**src/logic/fault_monitor_pkg.sv**
```systemverilog
// Constants, types and field layouts shared by the fault signal monitor
package fault_monitor_pkg;

  // System clock and tick periods
  localparam int CLOCK_PERIOD_NS = 10;
  localparam int LOW_PULSE_TICK_NS = 5000;
  localparam int PWM_TICK_NS = 15000;
  localparam int LOW_PULSE_TICK_CYCLES = LOW_PULSE_TICK_NS / CLOCK_PERIOD_NS;
  localparam int PWM_TICK_CYCLES = PWM_TICK_NS / CLOCK_PERIOD_NS;
  localparam int PRESCALE_WIDTH = 11;

  // Field widths
  localparam int LIMIT_WIDTH = 8;
  localparam int ENTRY_COUNT_WIDTH = 4;

  // Reset values
  localparam logic [LIMIT_WIDTH-1:0] LIMIT_RESET = 8'hff;
  localparam logic MODE_RESET = 1'b0;
  localparam logic DISABLE_RESET = 1'b1;
  localparam logic [ENTRY_COUNT_WIDTH-1:0] ENTRY_COUNT_RESET = 4'h0;

  // Device state reported by the surrounding state machine
  typedef enum logic [1:0] {
    STATE_DIAGNOSTIC = 2'b00,
    STATE_ACTIVE = 2'b01,
    STATE_SAFE = 2'b11,
    STATE_OTHER = 2'b10
  } device_state_t;

  // Configuration write: mode select and monitor disable
  typedef struct packed {
    logic wr;
    logic low_pulse_mode;
    logic monitor_disable;
  } config_write_t;

  // Threshold write strobes with shared data
  typedef struct packed {
    logic wr_low;
    logic wr_high;
    logic [LIMIT_WIDTH-1:0] data;
  } limit_write_t;

  // Status readback
  typedef struct packed {
    logic fail_flag;
    logic cause_low;
    logic cause_high;
    logic synced;
    logic [ENTRY_COUNT_WIDTH-1:0] safe_entry_counter;
  } monitor_status_t;

endpackage

```
**src/logic/fault_signal_monitor.sv**
```systemverilog
// Fault signal monitor: pin watch, limits, fail flag and drive gating
`timescale 1ns/1ps
module fault_signal_monitor (
  input wire logic clock,
  input wire logic rst_n,
  input wire logic fault_signal_pin,
  input wire fault_monitor_pkg::config_write_t config_write,
  input wire fault_monitor_pkg::limit_write_t limit_write,
  input wire logic fail_clear,
  input wire fault_monitor_pkg::device_state_t device_state,
  input wire logic enable_drive_request,
  input wire logic drive_block,
  output logic low_pulse_mode,
  output logic monitor_disable,
  output logic [fault_monitor_pkg::LIMIT_WIDTH-1:0] low_limit_value,
  output logic [fault_monitor_pkg::LIMIT_WIDTH-1:0] high_limit_value,
  output logic [fault_monitor_pkg::LIMIT_WIDTH-1:0] low_count,
  output logic [fault_monitor_pkg::LIMIT_WIDTH-1:0] high_count,
  output fault_monitor_pkg::monitor_status_t status,
  output logic safe_request,
  output logic enable_drive_output
);

  // Pin synchroniser and edge history
  logic pin_meta_q;
  logic pin_sync_q;
  logic pin_prev_q;
  logic rise_edge;
  logic fall_edge;

  // Configuration and limits
  logic low_pulse_mode_q;
  logic monitor_disable_q;
  logic monitor_disable_prev_q;
  logic enable_rise;
  logic monitor_on;
  logic [fault_monitor_pkg::LIMIT_WIDTH-1:0] low_limit_q;
  logic [fault_monitor_pkg::LIMIT_WIDTH-1:0] high_limit_q;

  // Counter control
  logic low_restart;
  logic high_restart;
  logic low_run;
  logic high_run;
  logic low_hit;
  logic high_hit;
  logic [fault_monitor_pkg::PRESCALE_WIDTH-1:0] tick_cycles;

  // Fault path
  logic fault_low;
  logic fault_high;
  logic fault;
  logic fault_q;
  logic fail_q;
  logic fail_d;
  logic cause_low_q;
  logic cause_high_q;
  logic synced_q;
  logic safe_request_q;
  logic enable_drive_q;
  fault_monitor_pkg::device_state_t state_prev_q;
  logic [fault_monitor_pkg::ENTRY_COUNT_WIDTH-1:0] entry_count_q;
  logic in_diagnostic;
  logic in_active;

  // Two-stage synchroniser; only the second stage feeds logic
  // Reset high so a pin idling high gives no false edge
  // Costs two clocks on every edge, far below one tick
  always_ff @(posedge clock or negedge rst_n)
  begin
    if (!rst_n)
    begin
      pin_meta_q <= 1'b1;
      pin_sync_q <= 1'b1;
    end
    else
    begin
      pin_meta_q <= fault_signal_pin;
      pin_sync_q <= pin_meta_q;
    end
  end

  // History stage for edge detection
  // No added delay; an edge shows as the synchronised sample changes
  always_ff @(posedge clock or negedge rst_n)
  begin
    if (!rst_n)
      pin_prev_q <= 1'b1;
    else
      pin_prev_q <= pin_sync_q;
  end

  // Edges from synchronised samples only
  // A pin pulse shorter than a clock may be missed entirely
  assign rise_edge = pin_sync_q && !pin_prev_q;
  assign fall_edge = !pin_sync_q && pin_prev_q;

  // Configuration bits; monitor held off until software clears disable
  // Both bits load together; there is no partial write
  always_ff @(posedge clock or negedge rst_n)
  begin
    if (!rst_n)
    begin
      low_pulse_mode_q <= fault_monitor_pkg::MODE_RESET;
      monitor_disable_q <= fault_monitor_pkg::DISABLE_RESET;
    end
    else if (config_write.wr)
    begin
      low_pulse_mode_q <= config_write.low_pulse_mode;
      monitor_disable_q <= config_write.monitor_disable;
    end
  end

  // Previous disable value, to see the 1-to-0 enable step
  // Only PWM mode uses this step to restart a counter
  always_ff @(posedge clock or negedge rst_n)
  begin
    if (!rst_n)
      monitor_disable_prev_q <= fault_monitor_pkg::DISABLE_RESET;
    else
      monitor_disable_prev_q <= monitor_disable_q;
  end

  // Enable step and state decodes
  assign enable_rise = monitor_disable_prev_q && !monitor_disable_q;
  assign monitor_on = !monitor_disable_q;
  assign in_diagnostic = (device_state == fault_monitor_pkg::STATE_DIAGNOSTIC);
  assign in_active = (device_state == fault_monitor_pkg::STATE_ACTIVE);

  // Threshold registers; writes outside diagnostic are dropped silently
  // Refused writes leave no trace at the ports
  // A lowered limit acts on the very next compare
  always_ff @(posedge clock or negedge rst_n)
  begin
    if (!rst_n)
    begin
      low_limit_q <= fault_monitor_pkg::LIMIT_RESET;
      high_limit_q <= fault_monitor_pkg::LIMIT_RESET;
    end
    else if (in_diagnostic)
    begin
      if (limit_write.wr_low)
        low_limit_q <= limit_write.data;
      if (limit_write.wr_high)
        high_limit_q <= limit_write.data;
    end
  end

  // Tick rate per mode
  // A mode change mid-phase is covered by the write restart
  assign tick_cycles = low_pulse_mode_q ?
    fault_monitor_pkg::PRESCALE_WIDTH'(fault_monitor_pkg::LOW_PULSE_TICK_CYCLES) :
    fault_monitor_pkg::PRESCALE_WIDTH'(fault_monitor_pkg::PWM_TICK_CYCLES);

  // Low counter restart: falling edge in either mode, enable-while-low
  // in PWM mode, any fault, any config write, or monitor off
  // Priority: off and writes first, then faults, then edges
  always_comb
  begin
    low_restart = 1'b0;
    if (!monitor_on || config_write.wr)
      low_restart = 1'b1;
    else if (fault)
      low_restart = 1'b1;
    else if (low_pulse_mode_q)
      low_restart = fall_edge;
    else
      low_restart = fall_edge || (enable_rise && !pin_sync_q);
  end

  // High counter restart: rising edge or enable-while-high, PWM only
  // In low-pulse mode the high counter is simply parked at zero
  always_comb
  begin
    high_restart = 1'b0;
    if (!monitor_on || config_write.wr || low_pulse_mode_q)
      high_restart = 1'b1;
    else if (fault)
      high_restart = 1'b1;
    else
      high_restart = rise_edge || (enable_rise && pin_sync_q);
  end

  // Counting windows; a rising edge ends the low window
  // A held low count survives until the next falling edge, fault or config write
  assign low_run = monitor_on && !pin_sync_q;
  assign high_run = monitor_on && !low_pulse_mode_q && pin_sync_q;

  // Low phase duration, both modes
  // Shares its tick rate with the high counter
  duration_counter #(
    .COUNT_WIDTH(fault_monitor_pkg::LIMIT_WIDTH),
    .PRESCALE_WIDTH(fault_monitor_pkg::PRESCALE_WIDTH)
  ) low_counter (
    .clock(clock),
    .rst_n(rst_n),
    .restart(low_restart),
    .run(low_run),
    .tick_cycles(tick_cycles),
    .limit(low_limit_q),
    .count(low_count),
    .hit(low_hit)
  );

  // High phase duration, PWM mode only
  // Held in restart throughout low-pulse mode
  duration_counter #(
    .COUNT_WIDTH(fault_monitor_pkg::LIMIT_WIDTH),
    .PRESCALE_WIDTH(fault_monitor_pkg::PRESCALE_WIDTH)
  ) high_counter (
    .clock(clock),
    .rst_n(rst_n),
    .restart(high_restart),
    .run(high_run),
    .tick_cycles(tick_cycles),
    .limit(high_limit_q),
    .count(high_count),
    .hit(high_hit)
  );

  // Fault detection; compare is >= so a lowered limit trips at once
  // A zero limit behaves as one, since a zero count never trips
  assign fault_low = monitor_on && low_hit;
  assign fault_high = monitor_on && !low_pulse_mode_q && high_hit;
  assign fault = fault_low || fault_high;

  // Fault pulse delayed by one clock toward safe entry
  // Registered so safe entry lags the flag by exactly one clock
  always_ff @(posedge clock or negedge rst_n)
  begin
    if (!rst_n)
      fault_q <= 1'b0;
    else
      fault_q <= fault;
  end

  // Sticky fail flag; a new fault beats a clear in the same cycle
  // Losing a fault to a clear would hide it from software
  always_comb
  begin
    fail_d = fail_q;
    if (fail_clear)
      fail_d = 1'b0;
    if (fault)
      fail_d = 1'b1;
  end

  // Fail flag register
  always_ff @(posedge clock or negedge rst_n)
  begin
    if (!rst_n)
      fail_q <= 1'b0;
    else
      fail_q <= fail_d;
  end

  // Cause bits follow the fail flag's set and clear
  // Each cause keeps its own set-over-clear priority
  always_ff @(posedge clock or negedge rst_n)
  begin
    if (!rst_n)
    begin
      cause_low_q <= 1'b0;
      cause_high_q <= 1'b0;
    end
    else
    begin
      if (fault_low)
        cause_low_q <= 1'b1;
      else if (fail_clear)
        cause_low_q <= 1'b0;
      if (fault_high)
        cause_high_q <= 1'b1;
      else if (fail_clear)
        cause_high_q <= 1'b0;
    end
  end

  // Sync indicator: first pin edge seen since monitoring began
  // Only reported; the counters resync on their own edges
  always_ff @(posedge clock or negedge rst_n)
  begin
    if (!rst_n)
      synced_q <= 1'b0;
    else if (!monitor_on)
      synced_q <= 1'b0;
    else if (rise_edge || fall_edge)
      synced_q <= 1'b1;
  end

  // Safe request one clock after the flag; never from diagnostic
  // A single-clock pulse; the state machine must latch it
  always_ff @(posedge clock or negedge rst_n)
  begin
    if (!rst_n)
      safe_request_q <= 1'b0;
    else
      safe_request_q <= fault_q && in_active;
  end

  // Observed state, for counting active-to-safe steps
  // Follows whatever the state machine reports, one clock late
  always_ff @(posedge clock or negedge rst_n)
  begin
    if (!rst_n)
      state_prev_q <= fault_monitor_pkg::STATE_DIAGNOSTIC;
    else
      state_prev_q <= device_state;
  end

  // Safe entry counter wraps at its width, as a plain modular count
  // Sixteen entries read back as zero; software must track wraps
  always_ff @(posedge clock or negedge rst_n)
  begin
    if (!rst_n)
      entry_count_q <= fault_monitor_pkg::ENTRY_COUNT_RESET;
    else if ((state_prev_q == fault_monitor_pkg::STATE_ACTIVE) &&
             (device_state == fault_monitor_pkg::STATE_SAFE))
      entry_count_q <= entry_count_q + 1'b1;
  end

  // Drive output held low while the flag or another block stands
  // Uses the next flag value so the output drops on the same edge
  always_ff @(posedge clock or negedge rst_n)
  begin
    if (!rst_n)
      enable_drive_q <= 1'b0;
    else
      enable_drive_q <= enable_drive_request && !fail_d && !drive_block;
  end

  // Readback and outputs
  // Every output below is a register or a direct register copy
  assign low_pulse_mode = low_pulse_mode_q;
  assign monitor_disable = monitor_disable_q;
  assign low_limit_value = low_limit_q;
  assign high_limit_value = high_limit_q;
  assign status.fail_flag = fail_q;
  assign status.cause_low = cause_low_q;
  assign status.cause_high = cause_high_q;
  assign status.synced = synced_q;
  assign status.safe_entry_counter = entry_count_q;
  assign safe_request = safe_request_q;
  assign enable_drive_output = enable_drive_q;

endmodule // fault_signal_monitor

```
**src/logic/duration_counter.sv**
```systemverilog
// Prescaled pulse-duration counter with limit compare
`timescale 1ns/1ps
module duration_counter #(
  parameter int COUNT_WIDTH = 8,
  parameter int PRESCALE_WIDTH = 11
) (
  input wire logic clock,
  input wire logic rst_n,
  input wire logic restart,
  input wire logic run,
  input wire logic [PRESCALE_WIDTH-1:0] tick_cycles,
  input wire logic [COUNT_WIDTH-1:0] limit,
  output logic [COUNT_WIDTH-1:0] count,
  output logic hit
);

  logic [PRESCALE_WIDTH-1:0] prescale_q;
  logic tick;

  // Tick only while running; restart holds off counting for as long as it stands
  assign tick = run && !restart && (prescale_q == tick_cycles - 1'b1);

  // Prescaler realigned to every restart
  always_ff @(posedge clock or negedge rst_n)
  begin
    if (!rst_n)
      prescale_q <= '0;
    else if (restart || !run || tick)
      prescale_q <= '0;
    else
      prescale_q <= prescale_q + 1'b1;
  end

  // Duration count, saturating at all ones so it never wraps to zero
  always_ff @(posedge clock or negedge rst_n)
  begin
    if (!rst_n)
      count <= '0;
    else if (restart)
      count <= '0;
    else if (tick && (count != '1))
      count <= count + 1'b1;
  end

  // Reaching the limit, or a limit lowered under a running count
  assign hit = (count != '0) && (count >= limit);

endmodule // duration_counter

```
**config.mk**
```make
export PLATFORM = sky130hd
export DESIGN_NAME = fault_signal_monitor
export DESIGN_NICKNAME = d
export VERILOG_FILES = /design/src/logic/fault_monitor_pkg.sv /design/src/logic/fault_signal_monitor.sv /design/src/logic/duration_counter.sv
export SDC_FILE = /design/constraint.sdc
export NUM_CORES = 1
export LEC_CHECK = 0
export BUFFER_PORTS_ARGS = -buffer_cell sky130_fd_sc_hd__buf_2
export CAP_MARGIN = 15
export CORE_MARGIN = 10
export CORE_UTILIZATION = 40
export CTS_CLUSTER_SIZE = 20
export DETAILED_ROUTE_END_ITERATION = 8
export PLACE_DENSITY = 0.61
export SETUP_SLACK_MARGIN = 0.4
export SKIP_CTS_REPAIR_TIMING = 1
export SYNTH_ARGS = -nofsm -noshare
export SYNTH_HDL_FRONTEND = slang
export SYNTH_SLANG_ARGS = --single-unit
```
**constraint.sdc**
```tcl
create_clock -name clock -period 2.7 [get_ports clock]
set_input_delay 0.54 -clock clock [delete_from_list [all_inputs] [get_ports clock]]
set_output_delay 0.54 -clock clock [all_outputs]
set_load 0.05 [all_outputs]
```
# Yosys cells after proc, flatten, opt, wreduce, memory -nomap -nowiden

Cells that the tools add are included.

Output and inout bits: 44
Bits in registers: 73

Order comparisons: 2
$add $sub $neg: 6
Reductions and logical operators: 52
Equality and inequality tests: 7
Mux-type cells: 19

Operator list:

| cell                                                                 | count |
|---|---|
| 11-bit two-way mux                                                   | 3 |
| 8-bit two-way mux                                                    | 4 |
| 11-bit by 1-bit adder with 11-bit output, second input constant      | 2 |
| 11-bit == test                                                       | 2 |
| 1-bit logical AND                                                    | 22 |
| 8-bit by 1-bit adder with 8-bit output, second input constant        | 2 |
| 8-bit greater-or-equal comparator                                    | 2 |
| 8-bit inequality test, second input constant                         | 2 |
| 8-bit nonzero test                                                   | 2 |
| 1-bit two-way mux                                                    | 12 |
| 11-bit by 1-bit subtractor with 11-bit output, second input constant | 1 |
| 1-bit zero test                                                      | 10 |
| 1-bit logical OR                                                     | 10 |
| 2-bit nonzero test                                                   | 5 |
| 4-bit by 1-bit adder with 4-bit output, second input constant        | 1 |
| 2-bit by 1-bit == test with 1-bit output, second input constant      | 2 |
| 2-bit AND reduction                                                  | 2 |
| 2-bit == test, second input constant                                 | 1 |
| 2-bit zero test                                                      | 1 |

# Logic depth before layout (Yosys ltp)

Depth in word-level cells: 13
Depth in mapped cells: 9
Mapped depth without buffers: 8

# Modules after synthesis

A second synthesis with hierarchy kept.

Cells, all modules: 470
Area, all modules: 4528.1 um2

Modules (own cells, without submodules):

| module                           | instances | sequential area each (um2) | area an instance (um2) | cells each |
|---|---|---|---|---|
| duration_counter at low_counter  | 1         | 475.5                      | 1571.5                 | 188 |
| duration_counter at high_counter | 1         | 475.5                      | 1536.5                 | 179 |
| fault_signal_monitor             | 1         | 902.1                      | 1420.1                 | 103 |

# Least setup slack after synthesis

No wires, ideal clock.

Kind: register -> register
Start: register high_counter.count[0]
End: register high_counter.prescale_q[0]
Data arrival time: 2.181 ns
Setup slack: 0.418 ns
Stages on the path, launching flop included: 9
Library setup time: 0.101 ns
Path buffers: 1
Cell sequence: dfrtp_1 -> inv_1 -> ha_1 -> o21ai_0 -> a221oi_1 -> o21ai_2 -> nand3b_2 -> buf_2 -> nor4_1

Word-level cells in the longest chain between the ends: 11
Elaborated cells between the ends (all ways): 13
Those cells by class: 1 x order compare; 3 x mux; 9 x reduce/logical

Ends and longest elaborated chain:

| what                                                                           | line                        | source |
|---|---|---|
| from (decl)                                                                    | duration_counter.sv:13      | `output logic [COUNT_WIDTH-1:0] count,` |
| from (signal assigned)                                                         | duration_counter.sv:42      | `count <= count + 1'b1;` |
| 8-bit greater-or-equal comparator / 8-bit nonzero test (equally long branches) | duration_counter.sv:46      | `assign hit = (count != '0) && (count >= limit);` |
| 1-bit logical AND *                                                            | duration_counter.sv:46      |  |
| 1-bit logical AND *                                                            | fault_signal_monitor.sv:224 | `assign fault_high = monitor_on && !low_pulse_mode_q && high_hit;` |
| 1-bit logical OR *                                                             | fault_signal_monitor.sv:225 | `assign fault = fault_low \|\| fault_high;` |
| 1-bit two-way mux *                                                            | fault_signal_monitor.sv:178 | `else if (fault)` |
| 1-bit two-way mux *                                                            | fault_signal_monitor.sv:176 | `if (!monitor_on \|\| config_write.wr \|\| low_pulse_mode_q)` |
| 1-bit zero test                                                                | duration_counter.sv:21      | `assign tick = run && !restart && (prescale_q == tick_cycles - 1'b1);` |
| 1-bit logical AND (2 in a row)                                                 | duration_counter.sv:21      |  |
| 1-bit logical OR *                                                             | duration_counter.sv:28      | `else if (restart \|\| !run \|\| tick)` |
| 11-bit two-way mux *                                                           | duration_counter.sv:28      |  |
| to (signal assigned)                                                           | duration_counter.sv:31      | `prescale_q <= prescale_q + 1'b1;` |
| to (decl)                                                                      | duration_counter.sv:17      | `logic [PRESCALE_WIDTH-1:0] prescale_q;` |

Every way passes the cells marked *; elsewhere a longest branch is shown, timed or not.
A chain may end at the register's enable or synchronous reset.

# Worst setup path after layout

Start: register low_limit_q (netlist bit low_limit_value[7])
End: register high_counter.count[1]

Word-level cells in the longest chain between the ends: 11
Elaborated cells between the ends (all ways): 12
Those cells by class: 1 x order compare; 3 x mux; 8 x reduce/logical

Ends and longest elaborated chain:

| what                                | line                        | source |
|---|---|---|
| from (decl)                         | fault_signal_monitor.sv:37  | `logic [fault_monitor_pkg::LIMIT_WIDTH-1:0] low_limit_q;` |
| from (signal assigned)              | fault_signal_monitor.sv:137 | `low_limit_q <= fault_monitor_pkg::LIMIT_RESET;` |
| from (signal assigned)              | fault_signal_monitor.sv:143 | `low_limit_q <= limit_write.data;` |
| 8-bit greater-or-equal comparator * | duration_counter.sv:46      |  |
| 1-bit logical AND *                 | duration_counter.sv:46      |  |
| 1-bit logical AND *                 | fault_signal_monitor.sv:223 | `assign fault_low = monitor_on && low_hit;` |
| 1-bit logical OR *                  | fault_signal_monitor.sv:225 |  |
| 1-bit two-way mux *                 | fault_signal_monitor.sv:178 |  |
| 1-bit two-way mux *                 | fault_signal_monitor.sv:176 |  |
| 1-bit zero test                     | duration_counter.sv:21      |  |
| 1-bit logical AND (2 in a row)      | duration_counter.sv:21      |  |
| 1-bit logical AND                   | duration_counter.sv:41      | `else if (tick && (count != '1))` |
| 2-bit nonzero test (no source line) | n/a                         |  |

Marks and branches as above.

==> Flow_metrics.wiki <==
{| class="wikitable"
! Metric !! Value
|-
| Post-placement setup slack || 0.375 ns
|-
| Total placed cells including tap cells || 547
|-
| Longest individual stage delay on the worst path || 0.53 ns
|-
| Root Buffer || sky130_fd_sc_hd__clkbuf_8
|-
| Layout Skew || 0.00877 ns
|-
| Number of synthesized register bits || 73
|-
| RePlAce Congestion || 0.823
|-
| Post-Syn Area || 3800 um^2
|-
| Setup repair after global routing missed its margin || yes
|-
| Count of routing violations after the opening detailed-route iteration || 225
|-
| Endpoints failing setup || 0
|-
| Share of the synthesized area in the top cell type || 34.2%
|-
| Starting density of the core || 41.1%
|-
| Final non-filler cell total || 566
|-
| Compound-Gate Fraction of Synth Area || 6.88%
|-
| Fraction of final layout cells with drive strength greater than 1 || 30.0%
|-
| Cell types occupying the most area after synthesis || sky130_fd_sc_hd__dfrtp_1 34%, sky130_fd_sc_hd__dfstp_2 15%, sky130_fd_sc_hd__ha_1 8.2%
|-
| R2R setup slack || 0.55 ns
|-
| Setup TNS after final layout || 0 ns
|-
| Final worst setup slack || 0.548 ns
|-
| Filler cell count in the final layout || 848
|-
| Post-synthesis to final-layout area growth || 20.0%
|-
| Post-Synthesis Mean Instance Area || 10.4 um^2
|-
| Share of synthesized registers carrying an async set or reset || 100%
|-
| Post-synthesis instance total || 364
|-
| Arrival time reported for the critical path endpoint || 2.40 ns
|-
| Post-route fraction of the period consumed by the critical path || 79.7%
|-
| XOR/XNOR share of the synthesized area || 7.84%
|-
| Average routed wire per standard cell || 15.8 um
|-
| Clock transition at the register clock pins on the worst setup and hold paths after CTS || 0.08 ns
|-
| Category of cells accounting for the largest share of critical-path delay || flip-flops
|-
| Top-Level Pins || 65
|-
| Gr usage total || 13.0%
|-
| Relative slew slack || 53.0%
|-
| Worst reg-to-reg path cell count || 8
|-
| RR Startpoint || low_limit_value[7]$_DFFE_PN1P_
|-
| Critical path startpoint category || register
|-
| Startpoint-to-endpoint class of the critical path || reg -> reg
|-
| Biggest area consumer among synthesized cells || sky130_fd_sc_hd__dfrtp_1
|-
| # port buffers || 64
|-
| Areal power density over the cells || 604 nW/um^2
|-
| Net count, final || 478
|-
| Post-synth EDFFs || 0
|-
| Worst Path Max Fanout || 7
|-
| Maximum level of the CTS H-tree || 3
|-
| Fraction of the yosys area taken by sequential cells || 48.8%
|-
| Slew Viols, Final || 0
|-
| End of the worst register-to-register path || high_counter.count[1]$_DFFE_PN0P_
|-
| YS warnings || 0
|-
| Critical path capture point type || register
|-
| Die area || 13800 um^2
|-
| Total via count in the routed design || 2894
|-
| Number of antenna cells inserted || 0
|-
| Share of synthesized area spent on multiplexers || 1.71%
|-
| Post-Synth Simple-Gate Area || 21.7%
|-
| Clock Path Buffers || 2
|-
| Maximum number of pins on one net before global-route repair || 46
|-
| Result of the run || complete, no violations
|-
| Die height || 117 um
|-
| Global-route wire length before repair || 15.0 mm
|-
| Vias in the first global route || 3004
|-
| Antenna violations before repair || 0
|-
| Post-synth top flop || sky130_fd_sc_hd__dfrtp_1
|-
| Clock period minus final worst setup slack || 2.15 ns
|-
| Post-synthesis adder-cell area fraction || 8.23%
|-
| Router iterations before antenna repair || 4
|-
| Number of hold-slack violations in the final timing report || 0
|-
| Required time of the worst setup path || 2.95 ns
|-
| Mean number of vias per cell || 5.11
|-
| Cts bufs inserted || 9
|-
| Worst slew pin tran || 0.705 ns
|-
| Clock Sinks || 73
|-
| Residual DRC || 0
|-
| Antenna-violating nets left || 0
|-
| X dimension of the die || 117 um
|-
| Total congestion overflow after global routing || 0
|-
| Syn nets || 410
|-
| Sum of routed wire length over all layers || 8.97 mm
|-
| Highest achievable clock rate || 0.465 GHz
|-
| Launching instance or port of the critical path || low_limit_value[7]$_DFFE_PN1P_
|-
| VDD IR-drop max || 0.000294 V
|-
| Reported leakage power || 2.02 nW
|-
| Max-cap violations || 0
|-
| Ordered list of cells on the worst path || inv_1, ha_1, a21oi_1, nand3_1, o21ai_4, nand3b_4, buf_12, nor3_1
|-
| DP Wirelength || 6.61 mm
|-
| Clock latency at the later pin of the worst-skew pair || 0.34 ns
|-
| Post-synth cell types || 47
|-
| Num rows || 35
|-
| CTS tree || yes
|-
| Buffers plus inverters on the worst setup path || 2
|-
| Combinational family with the most area after synthesis || simple AND/OR/NAND/NOR gates
|-
| Core area || 9240 um^2
|-
| Crit-path slowest cell || sky130_fd_sc_hd__dfstp_2
|-
| Class of the tightest hold or removal check || in -> async
|}
cells in the final DEF, fill, tap and decap left out, drive strengths merged, types with 2 or more instances in the layout:
cell type | synthesis | layout
nor2 | 21 | 21
buf | 8 | 69
o21ai | 23 | 23
mux2i | 2 | 2
dfstp | 21 | 21
nor4 | 14 | 14
nand2 | 36 | 36
a21oi | 3 | 3
nand3 | 20 | 20
clkbuf | 5 | 12
nor3 | 25 | 25
mux2 | 4 | 4
nor4b | 2 | 2
a221oi | 2 | 2
o2111ai | 2 | 2
xor2 | 15 | 15
a2111oi | 2 | 2
nand3b | 2 | 3
and3 | 5 | 5
and4bb | 5 | 5
nand4 | 9 | 9
xnor2 | 19 | 19
clkinvlp | 0 | 2
inv | 31 | 31
dfrtp | 52 | 52
nor3b | 2 | 2
ha | 25 | 25
worst reg2reg max path, delay by kind of cell (launching register included):
| kind | cells | cell delay (ns) |
|---|---|---|
| flops | 1 | 0.53 |
| buf+inv | 2 | 0.24 |
| compound gates | 2 | 0.44 |
| simple gates | 3 | 0.52 |
| fa+ha+maj | 1 | 0.33 |
routing by layer:
layer  part of all wire, %  global-route usage [%]
met1                    49                    17.2
met2                    46                    20.5
met3                   3.9                    2.83
met4                   1.3                    4.64
met5                     0                       0
synthesized netlist by cell type (9+ instances only):
master                    number
sky130_fd_sc_hd__xor2_1       15
sky130_fd_sc_hd__nor2_1       20
sky130_fd_sc_hd__ha_1         25
sky130_fd_sc_hd__nor3_1       21
sky130_fd_sc_hd__dfrtp_1      52
sky130_fd_sc_hd__nand2_1      36
sky130_fd_sc_hd__dfstp_2      21
sky130_fd_sc_hd__nand4_1       9
sky130_fd_sc_hd__o21ai_0      21
sky130_fd_sc_hd__nand3_1      19
sky130_fd_sc_hd__inv_1        31
sky130_fd_sc_hd__xnor2_1      19
sky130_fd_sc_hd__nor4_1       13
cell type report:
class	instances	area [um^2]	area share, %
Inverter	31	116	2.55
Clock buffer	12	165	3.62
Multi-Input combinational cell	248	1820	39.9
Tap cell	129	161	3.54
Clock inverter	4	50.0	1.10
Sequential cell	73	1850	40.6
Timing Repair Buffer	69	395	8.67
worst max-delay path by stage:
stage               slack, ns                                   end  cells past startpoint
floorplan                0.42  high_counter.prescale_q[0]$_DFF_PN0_                      8
global placement         0.50  high_counter.prescale_q[8]$_DFF_PN0_                      7
detailed placement       0.38  high_counter.prescale_q[8]$_DFF_PN0_                      7
CTS                      0.36  high_counter.prescale_q[8]$_DFF_PN0_                      7
global route             0.37   low_counter.prescale_q[0]$_DFF_PN0_                      7
finish                   0.55     high_counter.count[1]$_DFFE_PN0P_                      8
cell families after synthesis:
logic type | Yosys count
AOI/OAI and AO/OA | 37
adders and majority gates | 25
DFF | 73
muxes | 6
xor gates and xnor gates | 34
buffers and inverters | 44
and+or+nand+nor | 145
state kept, by name (all words and copies together) (netlist names), 2 cells and up:
register / cells
low_counter.count: 8
state_prev_q: 2
low_limit_value: 8
high_limit_value: 8
entry_count_q: 4
high_counter.prescale_q: 11
low_counter.prescale_q: 11
high_counter.count: 8
metrics by stage:
step / power (W) / util [%] / hold WS, ns / cell area (um^2)
2_1_floorplan: 0.00170 / - / 0.244 / 3800
4_1_cts: 0.00278 / 48.3 / 0.257 / 4460
5_1_grt: 0.00289 / 49.4 / 0.289 / 4560
6_report: 0.00275 / 49.4 / 0.245 / 4560
3_3_place_gp: 0.00186 / 46.0 / 0.347 / 4250
3_5_place_dp: 0.00187 / 46.0 / 0.347 / 4250
report_power, final:
| group | total, W | switching, W | leakage, nW | internal (W) |
|---|---|---|---|---|
| Combinational | 0.000582 | 0.000438 | 0.987 | 0.000145 |
| Clock | 0.000899 | 0.000398 | 0.105 | 0.000501 |
| Sequential | 0.00127 | 0.0000672 | 0.932 | 0.00121 |
(Power assumes the default switching activity.)
